<file path="src/common/sic_pkg.sv">
// constants, field layout and helpers for the sensor interrupt controller
package sic_pkg;
	localparam int unsigned NUM_PROX = 3;
	localparam int unsigned SAMPLE_W = 16;
	// register port byte addresses
	localparam logic [7:0] ADDR_PIN_CFG = 8'h03;
	localparam logic [7:0] ADDR_ENABLE = 8'h04;
	localparam logic [7:0] ADDR_MODE_FIRST = 8'h05;
	localparam logic [7:0] ADDR_MODE_SECOND = 8'h06;
	localparam logic [7:0] ADDR_PENDING = 8'h21;
	// reset value and implemented flag mask
	localparam logic [7:0] RST_REG = 8'h00;
	localparam logic [7:0] IMPL_FLAGS = 8'h3F;
	// pin configuration bits
	localparam int unsigned CFG_OE_BIT = 0;
	localparam int unsigned CFG_MODE_BIT = 1;
	// flag and enable positions
	localparam int unsigned BIT_LIGHT_LO = 0;
	localparam int unsigned BIT_LIGHT_HI = 1;
	localparam int unsigned BIT_PROX_BASE = 2;
	localparam int unsigned BIT_CMD = 5;
	// mode field positions
	localparam int unsigned PROX_ONE_MODE_LSB = 4;
	localparam int unsigned PROX_TWO_MODE_LSB = 6;
	localparam int unsigned PROX_THREE_MODE_LSB = 0;
	localparam int unsigned CMD_MODE_BIT = 2;
	localparam int unsigned LIGHT_EXIT_BIT = 0;
	localparam int unsigned LIGHT_IR_BIT = 1;
	localparam int unsigned LIGHT_ENTER_BIT = 2;
	// proximity and light mode encodings, current-sample history bit
	localparam logic [1:0] PROX_EVERY = 2'h0;
	localparam logic [1:0] PROX_CROSS = 2'h1;
	localparam logic [1:0] PROX_ABOVE = 2'h3;
	localparam logic [2:0] LIGHT_EVERY = 3'h0;
	localparam logic [7:0] HIST_CURRENT = 8'h01;

	// compressed 8-bit code: upper nibble exponent, lower nibble mantissa
	function automatic logic [SAMPLE_W:0] sic_decode(input logic [7:0] code);
		logic [35:0] wide;
		wide = 36'h0;
		if (code != 8'h00) begin
			wide = ({31'h0, 1'b1, code[3:0]} << code[7:4]) >> 4;
		end
		if (wide[35:SAMPLE_W] != '0) begin
			sic_decode = {1'b0, {SAMPLE_W{1'b1}}};
		end else begin
			sic_decode = {1'b0, wide[SAMPLE_W-1:0]};
		end
	endfunction : sic_decode
endpackage : sic_pkg

</file>
<file path="src/common/sic_chan_if.sv">
// per-channel link between the controller and a proximity evaluator
interface sic_chan_if;
	logic sample_valid;
	logic [15:0] sample;
	logic [7:0] threshold;
	logic [7:0] hyst;
	logic [7:0] history;
	logic enable;
	logic [1:0] mode;
	logic set;
	modport ctrl (
		output sample_valid, sample, threshold, hyst, history, enable, mode,
		input set
	);
	modport eval (
		input sample_valid, sample, threshold, hyst, history, enable, mode,
		output set
	);
endinterface : sic_chan_if

</file>
<file path="src/design/sic_prox_eval.sv">
// proximity threshold evaluation with hysteresis and history check
module sic_prox_eval (
	input wire logic clock_in,
	input wire logic sys_rst_in,
	input wire logic clock_en_in,
	sic_chan_if.eval ch
);
	logic [7:0] hist_q;
	logic [7:0] hist_d;
	logic state_q;
	logic state_d;
	logic [16:0] th;
	logic [16:0] hy;
	logic above;
	logic below;
	logic cond;
	logic [7:0] mask;
	logic [7:0] seen;

	always_comb begin
		th = sic_pkg::sic_decode(ch.threshold);
		hy = sic_pkg::sic_decode(ch.hyst);
		// hysteresis band around the threshold; inside the band the old state holds
		above = {1'b0, ch.sample} > (th + hy); // RL11
		below = ({1'b0, ch.sample} + hy) < th; // RL11
		cond = above ? 1'b1 : (below ? 1'b0 : state_q);
		mask = ch.history | sic_pkg::HIST_CURRENT;
		hist_d = hist_q;
		state_d = state_q;
		seen = {hist_q[6:0], cond} & mask;
		if (ch.sample_valid) begin
			hist_d = {hist_q[6:0], cond};
			// state changes only when every checked sample agrees
			if (seen == mask) begin // RL11
				state_d = 1'b1;
			end else if (seen == 8'h00) begin
				state_d = 1'b0;
			end
		end
		ch.set = 1'b0;
		if (ch.sample_valid && ch.enable) begin
			case (ch.mode)
				sic_pkg::PROX_EVERY: ch.set = 1'b1; // RL8
				sic_pkg::PROX_CROSS: ch.set = state_d != state_q; // RL9
				sic_pkg::PROX_ABOVE: ch.set = state_d; // RL10
				default: ch.set = 1'b0;
			endcase
		end
	end

	always_ff @(posedge clock_in) begin
		if (sys_rst_in) begin
			hist_q <= sic_pkg::RST_REG;
			state_q <= 1'b0;
		end else if (clock_en_in) begin
			hist_q <= hist_d;
			state_q <= state_d;
		end
	end
endmodule : sic_prox_eval

</file>
<file path="src/design/sic_irq_ctrl.sv">
// sensor interrupt controller: registers, pending flags and interrupt pin
// Operation
// RL1: interrupt pin driven only while the pin output-enable bit is set.
// RL2: pin asserts when any bit of enable AND pending flags is one.
// RL3: with deassert mode zero, flags stay set until the host clears them.
// RL4: host write to pending flags clears bits written one, keeps zeros.
// RL5: host reads flags, keeps a copy, writes it back to clear them.
// RL6: host normally leaves deassert mode zero, writing one to pin config.
// RL7: sequencer sets flags from enable and both mode registers per channel.
// RL8: proximity mode 00 sets the flag after every completed sample.
// RL9: proximity mode 01 sets the flag whenever the threshold is crossed.
// RL10: proximity mode 11 sets the flag while the sample is above threshold.
// RL11: proximity evaluation applies compressed hysteresis and a history check.
// RL12: command mode 0 sets the command flag on every new response value.
// RL13: light flags bits 1:0, proximity bits 2,3,4; modes at fixed fields.
// RL14: a set in the same cycle as a host clear keeps the flag set.
module sic_irq_ctrl (
	input wire logic clock_in,
	input wire logic sys_rst_in,
	input wire logic clock_en_in,
	input wire logic [7:0] reg_addr_in,
	input wire logic reg_wr_in,
	input wire logic [7:0] reg_wdata_in,
	input wire logic reg_rd_in,
	output logic [7:0] reg_rdata_out,
	input wire logic [2:0] prox_sample_valid_in,
	input wire logic [2:0][15:0] prox_sample_in,
	input wire logic [2:0][7:0] prox_threshold_in,
	input wire logic [7:0] prox_hysteresis_in,
	input wire logic [7:0] prox_history_check_in,
	input wire logic light_vis_sample_in,
	input wire logic light_vis_exit_in,
	input wire logic light_vis_enter_in,
	input wire logic light_ir_exit_in,
	input wire logic light_ir_enter_in,
	input wire logic cmd_response_write_in,
	input wire logic [7:0] cmd_response_value_in,
	output logic int_pin_out,
	output logic int_pin_oe_n_out
);
	logic [7:0] cfg_q;
	logic [7:0] cfg_d;
	logic [7:0] en_q;
	logic [7:0] en_d;
	logic [7:0] m1_q;
	logic [7:0] m1_d;
	logic [7:0] m2_q;
	logic [7:0] m2_d;
	logic [7:0] flags_q;
	logic [7:0] flags_d;
	logic [7:0] rdata_q;
	logic [7:0] rdata_d;
	logic int_q;
	logic int_d;
	logic [7:0] set_vec;
	logic [7:0] clr_vec;
	wire logic [2:0] prox_set;
	logic stat_wr;
	logic stat_rd;
	logic [2:0] light_im;
	logic light_exit;
	logic light_enter;
	logic cmd_event;

	// one evaluator per proximity channel
	for (genvar i = 0; i < 3; i++) begin : g_prox
		localparam int unsigned MLSB = (i == 0) ? sic_pkg::PROX_ONE_MODE_LSB :
			((i == 1) ? sic_pkg::PROX_TWO_MODE_LSB : sic_pkg::PROX_THREE_MODE_LSB);
		sic_chan_if chan ();
		assign chan.sample_valid = prox_sample_valid_in[i];
		assign chan.sample = prox_sample_in[i];
		assign chan.threshold = prox_threshold_in[i];
		assign chan.hyst = prox_hysteresis_in;
		assign chan.history = prox_history_check_in;
		assign chan.enable = en_q[sic_pkg::BIT_PROX_BASE + i]; // RL13
		assign chan.mode = (i == 2) ? m2_q[MLSB +: 2] : m1_q[MLSB +: 2]; // RL7
		assign prox_set[i] = chan.set;
		sic_prox_eval u_eval (
			.clock_in(clock_in),
			.sys_rst_in(sys_rst_in),
			.clock_en_in(clock_en_in),
			.ch(chan.eval)
		);
	end

	always_comb begin
		stat_wr = reg_wr_in && (reg_addr_in == sic_pkg::ADDR_PENDING);
		stat_rd = reg_rd_in && (reg_addr_in == sic_pkg::ADDR_PENDING);
		light_im = m1_q[2:0];
		// ir channel is picked by the mode's middle bit; no per-sample ir events
		light_exit = light_im[sic_pkg::LIGHT_IR_BIT] ? light_ir_exit_in : light_vis_exit_in;
		light_enter = light_im[sic_pkg::LIGHT_IR_BIT] ? light_ir_enter_in : light_vis_enter_in;
		// command mode 1 reacts only to error codes (top bit of the response)
		cmd_event = cmd_response_write_in &&
			(!m2_q[sic_pkg::CMD_MODE_BIT] || cmd_response_value_in[7]); // RL12
		set_vec = 8'h00;
		set_vec[sic_pkg::BIT_PROX_BASE +: 3] = prox_set; // RL13
		set_vec[sic_pkg::BIT_LIGHT_LO] = en_q[sic_pkg::BIT_LIGHT_LO] && // RL7
			((light_im == sic_pkg::LIGHT_EVERY && light_vis_sample_in) ||
			(light_im[sic_pkg::LIGHT_EXIT_BIT] && light_exit));
		set_vec[sic_pkg::BIT_LIGHT_HI] = en_q[sic_pkg::BIT_LIGHT_HI] &&
			light_im[sic_pkg::LIGHT_ENTER_BIT] && light_enter; // RL7
		set_vec[sic_pkg::BIT_CMD] = en_q[sic_pkg::BIT_CMD] && cmd_event; // RL12
		clr_vec = 8'h00;
		if (stat_wr) begin
			clr_vec = reg_wdata_in; // RL4
		end
		// deassert mode one: a host read of the flags clears what it returned
		if (stat_rd && cfg_q[sic_pkg::CFG_MODE_BIT]) begin
			clr_vec = clr_vec | flags_q;
		end
		// set is applied after clear so a coincident event survives
		flags_d = ((flags_q & ~clr_vec) | set_vec) & sic_pkg::IMPL_FLAGS; // RL3 RL4 RL14
		cfg_d = cfg_q;
		en_d = en_q;
		m1_d = m1_q;
		m2_d = m2_q;
		if (reg_wr_in) begin
			if (reg_addr_in == sic_pkg::ADDR_PIN_CFG) begin
				cfg_d = reg_wdata_in & 8'h03;
			end else if (reg_addr_in == sic_pkg::ADDR_ENABLE) begin
				en_d = reg_wdata_in & sic_pkg::IMPL_FLAGS;
			end else if (reg_addr_in == sic_pkg::ADDR_MODE_FIRST) begin
				m1_d = reg_wdata_in;
			end else if (reg_addr_in == sic_pkg::ADDR_MODE_SECOND) begin
				m2_d = reg_wdata_in & 8'h0F;
			end
		end
		rdata_d = rdata_q;
		if (reg_rd_in) begin
			if (reg_addr_in == sic_pkg::ADDR_PIN_CFG) begin
				rdata_d = cfg_q;
			end else if (reg_addr_in == sic_pkg::ADDR_ENABLE) begin
				rdata_d = en_q;
			end else if (reg_addr_in == sic_pkg::ADDR_MODE_FIRST) begin
				rdata_d = m1_q;
			end else if (reg_addr_in == sic_pkg::ADDR_MODE_SECOND) begin
				rdata_d = m2_q;
			end else if (reg_addr_in == sic_pkg::ADDR_PENDING) begin
				rdata_d = flags_q;
			end else begin
				rdata_d = 8'h00;
			end
		end
		// pin registered to keep glitches off the open-drain line, one cycle late
		int_d = cfg_q[sic_pkg::CFG_OE_BIT] && ((en_q & flags_q) != 8'h00); // RL1 RL2
	end

	always_ff @(posedge clock_in) begin
		if (sys_rst_in) begin
			cfg_q <= sic_pkg::RST_REG;
			en_q <= sic_pkg::RST_REG;
			m1_q <= sic_pkg::RST_REG;
			m2_q <= sic_pkg::RST_REG;
			flags_q <= sic_pkg::RST_REG;
			rdata_q <= sic_pkg::RST_REG;
			int_q <= 1'b0;
		end else if (clock_en_in) begin
			cfg_q <= cfg_d;
			en_q <= en_d;
			m1_q <= m1_d;
			m2_q <= m2_d;
			flags_q <= flags_d;
			rdata_q <= rdata_d;
			int_q <= int_d;
		end
	end

	assign reg_rdata_out = rdata_q;
	// open-drain: output is always low, the enable decides whether it pulls
	assign int_pin_out = 1'b0;
	assign int_pin_oe_n_out = ~int_q;
endmodule : sic_irq_ctrl

</file>
<file path="config.mk">
export PLATFORM = sky130hd
export DESIGN_NAME = sic_irq_ctrl
export DESIGN_NICKNAME = d
export VERILOG_FILES = /design/src/common/sic_pkg.sv /design/src/common/sic_chan_if.sv /design/src/design/sic_prox_eval.sv /design/src/design/sic_irq_ctrl.sv
export SDC_FILE = /design/constraint.sdc
export NUM_CORES = 1
export LEC_CHECK = 0
export BUFFER_PORTS_ARGS = -buffer_cell sky130_fd_sc_hd__buf_4
export CAP_MARGIN = 20
export CORE_ASPECT_RATIO = 0.9
export CORE_MARGIN = 2
export CORE_UTILIZATION = 45
export CTS_CLUSTER_DIAMETER = 60
export DETAILED_ROUTE_END_ITERATION = 6
export GPL_TIMING_DRIVEN = 0
export PLACE_DENSITY = 0.69
export SLEW_MARGIN = 20
export SYNTH_ARGS = -nofsm -noshare
export SYNTH_HDL_FRONTEND = slang
export SYNTH_SLANG_ARGS = --single-unit
</file>
<file path="constraint.sdc">
create_clock -name clock_in -period 22.2 [get_ports clock_in]
set_clock_uncertainty 0.2 [all_clocks]
set_input_delay 5.55 -clock clock_in [delete_from_list [all_inputs] [get_ports clock_in]]
set_output_delay 5.55 -clock clock_in [all_outputs]
set_load 0.03 [all_outputs]
</file>
; Word-level counts from Yosys, hierarchy flattened
; Cells that the tools add are included.
[totals]
ff_bits = 59
input_bits = 126
out_inout_bits = 10
elab_cells = 137
[classes]
add_sub_neg = 6
magnitude_cmp = 6
eq_ne = 17
shifts = 4
n_mux = 38
bitwise_logic = 12
n_reduce_logical = 41
[ops]
columns = cell, n
row1 = $shl A5 B4 Y36, 4
row2 = $mux W32, 4
row3 = $reduce_bool A20 Y1, 4
row4 = $mux W16, 4
row5 = $gt A16 B17 Y1, 3
row6 = $lt A17 B17 Y1, 3
row7 = $reduce_bool A8 Y1, 5
row8 = $add A16 B16 Y17, 2
row9 = $add A17 B16 Y17, 2
row10 = $and A8 B8 Y8, 3
row11 = $eq A8 B3 Y1 const B, 3
row12 = $eq A8 B8 Y1, 3
row13 = $logic_not A8 Y1, 3
row14 = $mux W6, 4
row15 = $mux W8, 3
row16 = $mux W1, 20
row17 = $add A16 B17 Y17, 1
row18 = $add A17 B17 Y17, 1
row19 = $logic_and A1 B1 Y1, 14
row20 = $and A6 B6 Y6, 2
row21 = $or A6 B6 Y6, 2
row22 = $pmux W1 S3, 3
row23 = $eq A8 B2 Y1 const B, 1
row24 = $eq A8 B6 Y1 const B, 1
row25 = 14 further kinds, 29

; Longest topological paths before layout
[depth]
word_depth = 17
depth_mapped = 29
ltp_nobuf = 28

; Modules after synthesis
; A second synthesis with hierarchy kept.
[unflattened]
hier_cells = 1637
hier_area_um2 = 12114.1
[modules_own_cells]
columns = mod, n_inst, cells_each, area_per_inst_um2, seq_area_each_um2
row1 = sic_prox_eval at g_prox[2].u_eval, 1, 489, 3519.6, 160.2
row2 = sic_prox_eval at g_prox[1].u_eval, 1, 466, 3427.0, 160.2
row3 = sic_prox_eval at g_prox[0].u_eval, 1, 475, 3402.0, 160.2
row4 = sic_irq_ctrl, 1, 207, 1765.4, 700.7

; Least setup slack after synthesis
; OpenSTA, ideal clock, no wires.
[synth_timing]
path_kind = input to register
from = input port prox_hysteresis_in[4]
to = register flags_q[2]
setup_time_ps = 117
t_arrival_ps = 11035
t_required_ps = 21883
setup_slack_ps = 10848
cell_stages = 28
path_buffers = 2
cell_sequence = buf_6 > buf_2 > nand3b_1 > a21oi_1 > o21ba_2 > nor2_1 > ha_1 > a21o_1 > nor2_1 > o31ai_1 > maj3_1 > maj3_2 > maj3_1 > o21ai_2 > nand2_1 > a2111oi_0 > o21bai_1 > xor2_1 > ha_1 > nor4_1 > nand2_1 > a221oi_1 > nand3_1 > o32ai_1 > o211a_4 > mux2i_1 > nor2_1 > a22o_1
[synth_via]
elab_chain_cells = 17
word_cells_on_any_way = 21
classes_between = 2 x add/sub / 2 x order compare / 2 x eq/ne / 1 x shift / 9 x mux / 2 x bitwise / 3 x reduce/logical
[synth_lines]
columns = element, line
row1 = "start, declared", sic_irq_ctrl.sv:29  ; input wire logic [7:0] prox_hysteresis_in,
row2 = $shl A5 B4 Y36 / $reduce_bool A8 Y1 (equally long branches), "sic_pkg.sv:42, sic_pkg.sv:41"
row3 = $mux W32 (*), sic_pkg.sv:41  ; if (code != 8'h00) begin
row4 = $reduce_bool A20 Y1, sic_pkg.sv:44  ; if (wide[35:SAMPLE_W] != '0) begin
row5 = $mux W16 (*), sic_pkg.sv:44
row6 = $add A16 B17 Y17, sic_prox_eval.sv:25  ; below = ({1'b0, ch.sample} + hy) < th;
row7 = $lt A17 B17 Y1, sic_prox_eval.sv:25
row8 = $mux W1, sic_prox_eval.sv:26  ; cond = above ? 1'b1 : (below ? 1'b0 : state_q);
row9 = $mux W1 (*), sic_prox_eval.sv:26
row10 = $and A8 B8 Y8 (*), sic_prox_eval.sv:30  ; seen = {hist_q[6:0], cond} & mask;
row11 = $logic_not A8 Y1, sic_prox_eval.sv:36  ; end else if (seen == 8'h00) begin
row12 = $mux W1, sic_prox_eval.sv:36
row13 = $mux W1 (*), sic_prox_eval.sv:34  ; if (seen == mask) begin
row14 = $mux W1 (*), sic_prox_eval.sv:31  ; if (ch.sample_valid) begin
row15 = $ne A1 B1 Y1, sic_prox_eval.sv:44  ; sic_pkg::PROX_CROSS: ch.set = state_d != state_q;
row16 = $pmux W1 S3 (*), sic_prox_eval.sv:42  ; case (ch.mode)
row17 = $mux W1 (*), sic_prox_eval.sv:41  ; if (ch.sample_valid && ch.enable) begin
row18 = $or A6 B6 Y6 (*), sic_irq_ctrl.sv:113  ; flags_d = ((flags_q & ~clr_vec) | set_vec) & sic_pkg::IMPL_FLAGS;
row19 = "end signal, assigned", sic_irq_ctrl.sv:155  ; flags_q <= sic_pkg::RST_REG;
row20 = "end signal, assigned", sic_irq_ctrl.sv:163  ; flags_q <= flags_d;
row21 = "end, declared", sic_irq_ctrl.sv:49  ; logic [7:0] flags_q;
; Mark *: on every way between the ends. The rest lies on a longest branch, timed or not.
; A chain may end at the register's enable or synchronous reset.

; Final worst setup path
; Same ends and word-level chain as after synthesis.

==> metrics.md <==
| Metric | Value |
|---|---|
| Global-route met2 utilization | `0.404` |
| Maximum number of pins on one net before global-route repair | `13` |
| RR Startpoint | `g_prox[2].u_eval.hist_q[3]` |
| Count of flip-flops with a built-in enable after synthesis | `0` |
| Antenna-violating nets left | `0` |
| Run status | `finished clean` |
| Setup Total Neg Slack | `0 ns` |
| Type of origin of the critical path | `input pin` |
| H-tree Lvls | `3` |
| Beginning of the worst hold path | `reg_rdata_out[7]` |
| Number of nets produced by synthesis | `1,797` |
| Arrival time worst endpoint | `between 10 and 15 ns` |
| Simple-gate area share of the yosys netlist | `0.244` |
| Total routed wirelength | `roughly 35,000 um` |
| Power share of the sequential group | `0.209` |
| Wire length of the first global-routing pass | `56,300 um` |
| Diodes inserted | `0` |
| GR peak layer | `met2` |
| Netlist Area Pre-Place | `approximately 0.011 mm2` |
| Reg-to-reg setup timing slack | `just over 20 ns` |
| Most area-hungry cell type in the Yosys netlist | `sky130_fd_sc_hd__ha_1` |
| Final Wtd Congestion | `between 0.9 and 1` |
| HPWL after detailed placement | `~29,000 um` |
| Async set or reset register ratio after synthesis | `0` |
| Cell family with the largest share of critical-path delay | `compound AO/OA/AOI/OAI gates` |
| Adder and majority gate portion of the synthesized area | `0.205` |
| Final-report hold violation count | `0` |
| Number of clock sinks seen by CTS | `between 50 and 60` |
| Main combinational cell family by area after synthesis | `compound AO/OA/AOI/OAI gates` |
| Internal power | `around 0.31 mW` |
| Clock Pin Slew Worst Setup and Hold Paths | `approximately 0.050 ns` |
| Post-detailed-route wirelength per cell | `18.0 um` |
| Area delta synth->final | `14.2%` |
| Crit. End Element | `flip-flop` |
| Ratio of cells with drive above 1 in the final layout | `0.112` |
| Count of buffers added by post-CTS timing repair for setup | `0` |
| Syn. warnings | `0` |
| Final Max Slew Viols | `0` |
| Number of antenna violations at the first check in global routing | `0` |
| Worst Hold Class | `flip-flop to flip-flop` |
| Power share of the clock group | `0.243` |
| Seq/Total Area, Yosys | `0.107` |
| Number of buffer and inverter stages on the critical path | `2` |
| Endpoint with the worst hold slack | `reg_rdata_out[7]` |
| Height of the die | `roughly 150 um` |
| Total placed cells including tap cells | `slightly below 2,000` |
| Most used standard cell by instance count after synthesis | `sky130_fd_sc_hd__ha_1` |
| Post-place setup slack | `10.01 ns` |
| Clk Latency, worst-skew pair | `about 0.33 ns` |
| I/O pins | `136` |
| Die Area | `0.0259 mm2` |
| Initial core utilization | `0.458` |
| Count of vias placed by the detailed router | `approximately 12,000` |
| Switching Share | `0.401` |
| Met1 capacity usage during global routing | `0.387` |
| Number of DRC violations after detailed routing | `0` |
| Detailed-router iteration count before antenna repair | `6` |
| Total routing usage reported by global routing | `0.267` |
| Worst Hold Depth | `2` |
| Power dissipated by switching net loads | `approximately 0.21 mW` |
| 1st-iter DRT viols | `roughly 1,200` |
| Buffer type at the clock tree root | `sky130_fd_sc_hd__clkbuf_16` |
| Lkg Pwr | `5.50 nW` |
| Share of synthesized area spent on multiplexers | `0.0445` |
| CTS tree | `yes` |
| Aggregate global routing overflow | `0` |
| Final setup violation count | `0` |
| Maximum clock frequency | `between 0.08 and 0.09 GHz` |
| Post-cts resize count | `0` |
| Post-synth top cells | `sky130_fd_sc_hd__ha_1, sky130_fd_sc_hd__nand2_1, sky130_fd_sc_hd__a21oi_1, sky130_fd_sc_hd__nor2_1, sky130_fd_sc_hd__xnor2_1` |
| Cell with the largest stage delay on the worst path | `sky130_fd_sc_hd__nor2_2` |
| Number of placement rows | `54` |
| Hold Slack | `between 0.2 and 0.3 ns` |
| Width of the die | `169 um` |
| Net count reported at finish | `around 1,900` |
| Total of flip-flops plus latches after synthesis | `59` |
| Post-synthesis compound-gate area fraction | `0.265` |
| Post-synthesis average cell area | `about 7.3 um2` |
| RSZ-0062 raised after global routing | `false` |
| Area of the core | `0.0242 mm2` |
| Crit Reg-Reg Endpoint | `flags_q[4]` |
| Power density over the cells | `41.1 mW/mm2` |
| Area share of the leading cell type in the synthesized netlist | `0.173` |
| Critical path's largest stage delay | `about 0.6 ns` |
| Combinational power share | `0.548` |
| Grt met3 use | `0.0557` |
| Peak fanout along the critical path | `12` |
| Vias in the first global route | `11,000` |
| Hold-fix buffers at CTS | `0` |
| Num CTS Buffers | `9` |
| Tightest slew margin relative to the limit | `0.250` |
| Share of the synthesized netlist area taken by xor and xnor gates | `0.0843` |
| Number of max-cap violations | `0` |
| Fillers | `about 2,400` |
| Final Instance Count excl. Fillers | `~2,000` |
| Leading cell types by total area after synthesis | `sky130_fd_sc_hd__ha_1, sky130_fd_sc_hd__dfxtp_1, sky130_fd_sc_hd__xnor2_1, sky130_fd_sc_hd__a21oi_1, sky130_fd_sc_hd__nand2_1` |
| Most used DFF post-synth | `sky130_fd_sc_hd__dfxtp_1` |
| Final critical-path share of the clock period | `0.536` |
| Time the worst path needs with I/O delays and setup | `approximately 12 ns` |
| Worst VDD drop | `around 0.000032 V` |
| Synthesized netlist cell count | `approximately 1,500` |
| Count of cells along the worst register-to-register path | `7` |
| Slew of the pin with the lowest slew margin | `1.12 ns` |
| Crit path kind | `input pin to flip-flop` |
| CP Data Required Time | `between 20 and 25 ns` |
| Buffer levels on the longest clock path | `2` |
| Total of buffers placed on input and output ports | `119` |
| Number of distinct library cells after synthesis | `90` |
| Worst-case setup margin in the final layout | `between 10 and 15 ns` |
| Mean number of vias per cell | `a little over 6` |
[area by class of cell]
cell class                      instances  area [um2]  share of cell area
Tap cell                              308         385              0.0305
Inverter                               86         323              0.0255
Multi-Input combinational cell       1312        9340               0.738
Clock buffer                           14         264              0.0209
Timing Repair Buffer                  120         905              0.0715
Sequential cell                        59        1180              0.0933
Clock inverter                          2        10.0            0.000791
Buffer                                 55         241              0.0191
[power by group through the flow]
stage	clock, mW	sequential (mW)	combinational, mW
floorplan	0	0.111	0.198
global placement	0	0.110	0.274
detailed placement	0	0.110	0.279
CTS	0.127	0.108	0.281
global route	0.132	0.108	0.319
finish	0.126	0.108	0.285
[placed cells by master, fill, tap and decap left out, drive strengths merged, types with 36 or more instances in the layout]
master	instances
nor2	121
inv	86
a21o	36
clkbuf	54
ha	153
nand3	46
nand2b	37
mux2i	39
nand2	148
xnor2	87
a21oi	133
dfxtp	59
o21ai	65
buf	135
[state kept, by name, summed over array words and instances, names as in the netlist, 2 cells and up]
signal / cells
g_prox.u_eval.hist_q: 21
m1_q: 8
reg_rdata_out: 8
en_q: 6
flags_q: 6
m2_q: 4
g_prox.u_eval.state_q: 3
cfg_q: 2
[metal layers]
metal	vias up	wire (um)
met3	49	3090
met4	0	790
met5	-	0
li1	5841	-
met1	5559	16600
met2	456	14800
[worst register-to-register path: cells and delay by family, from the launching register on]
kind               cells  cell delay (ns)
AOI/OAI and AO/OA      5             1.03
DFF                    1             0.33
and+or+nand+nor        2             0.39
[cells by family after synthesis]
family | after synthesis
muxes | 47
and+or+nand+nor | 539
adders and majority gates | 182
AOI/OAI and AO/OA | 438
DFF | 59
other | 1
xor gates and xnor gates | 105
buffers and inverters | 141
[worst max path at each step]
stage / startpoint / to / slack [ns] / cells after the start
after floorplan: prox_hysteresis_in[4] / flags_q[2] / 10.85 / 28
after global placement: prox_hysteresis_in[4] / flags_q[2] / 9.74 / 28
after detailed placement: prox_hysteresis_in[4] / flags_q[2] / 10.01 / 28
after CTS: prox_hysteresis_in[4] / flags_q[2] / 10.32 / 28
after global routing: prox_hysteresis_in[4] / flags_q[2] / 9.95 / 28
final: prox_hysteresis_in[4] / flags_q[2] / 10.29 / 28
[per-stage QoR]
| stage | instance area, um2 | utilization | total power [mW] |
|---|---|---|---|
| floorplan | 11100 | - | 0.309 |
| global placement | 12400 | 0.511 | 0.384 |
| detailed placement | 12400 | 0.512 | 0.389 |
| CTS | 12600 | 0.523 | 0.516 |
| global route | 12700 | 0.523 | 0.559 |
| finish | 12700 | 0.523 | 0.520 |
(Power assumes the default switching activity.)
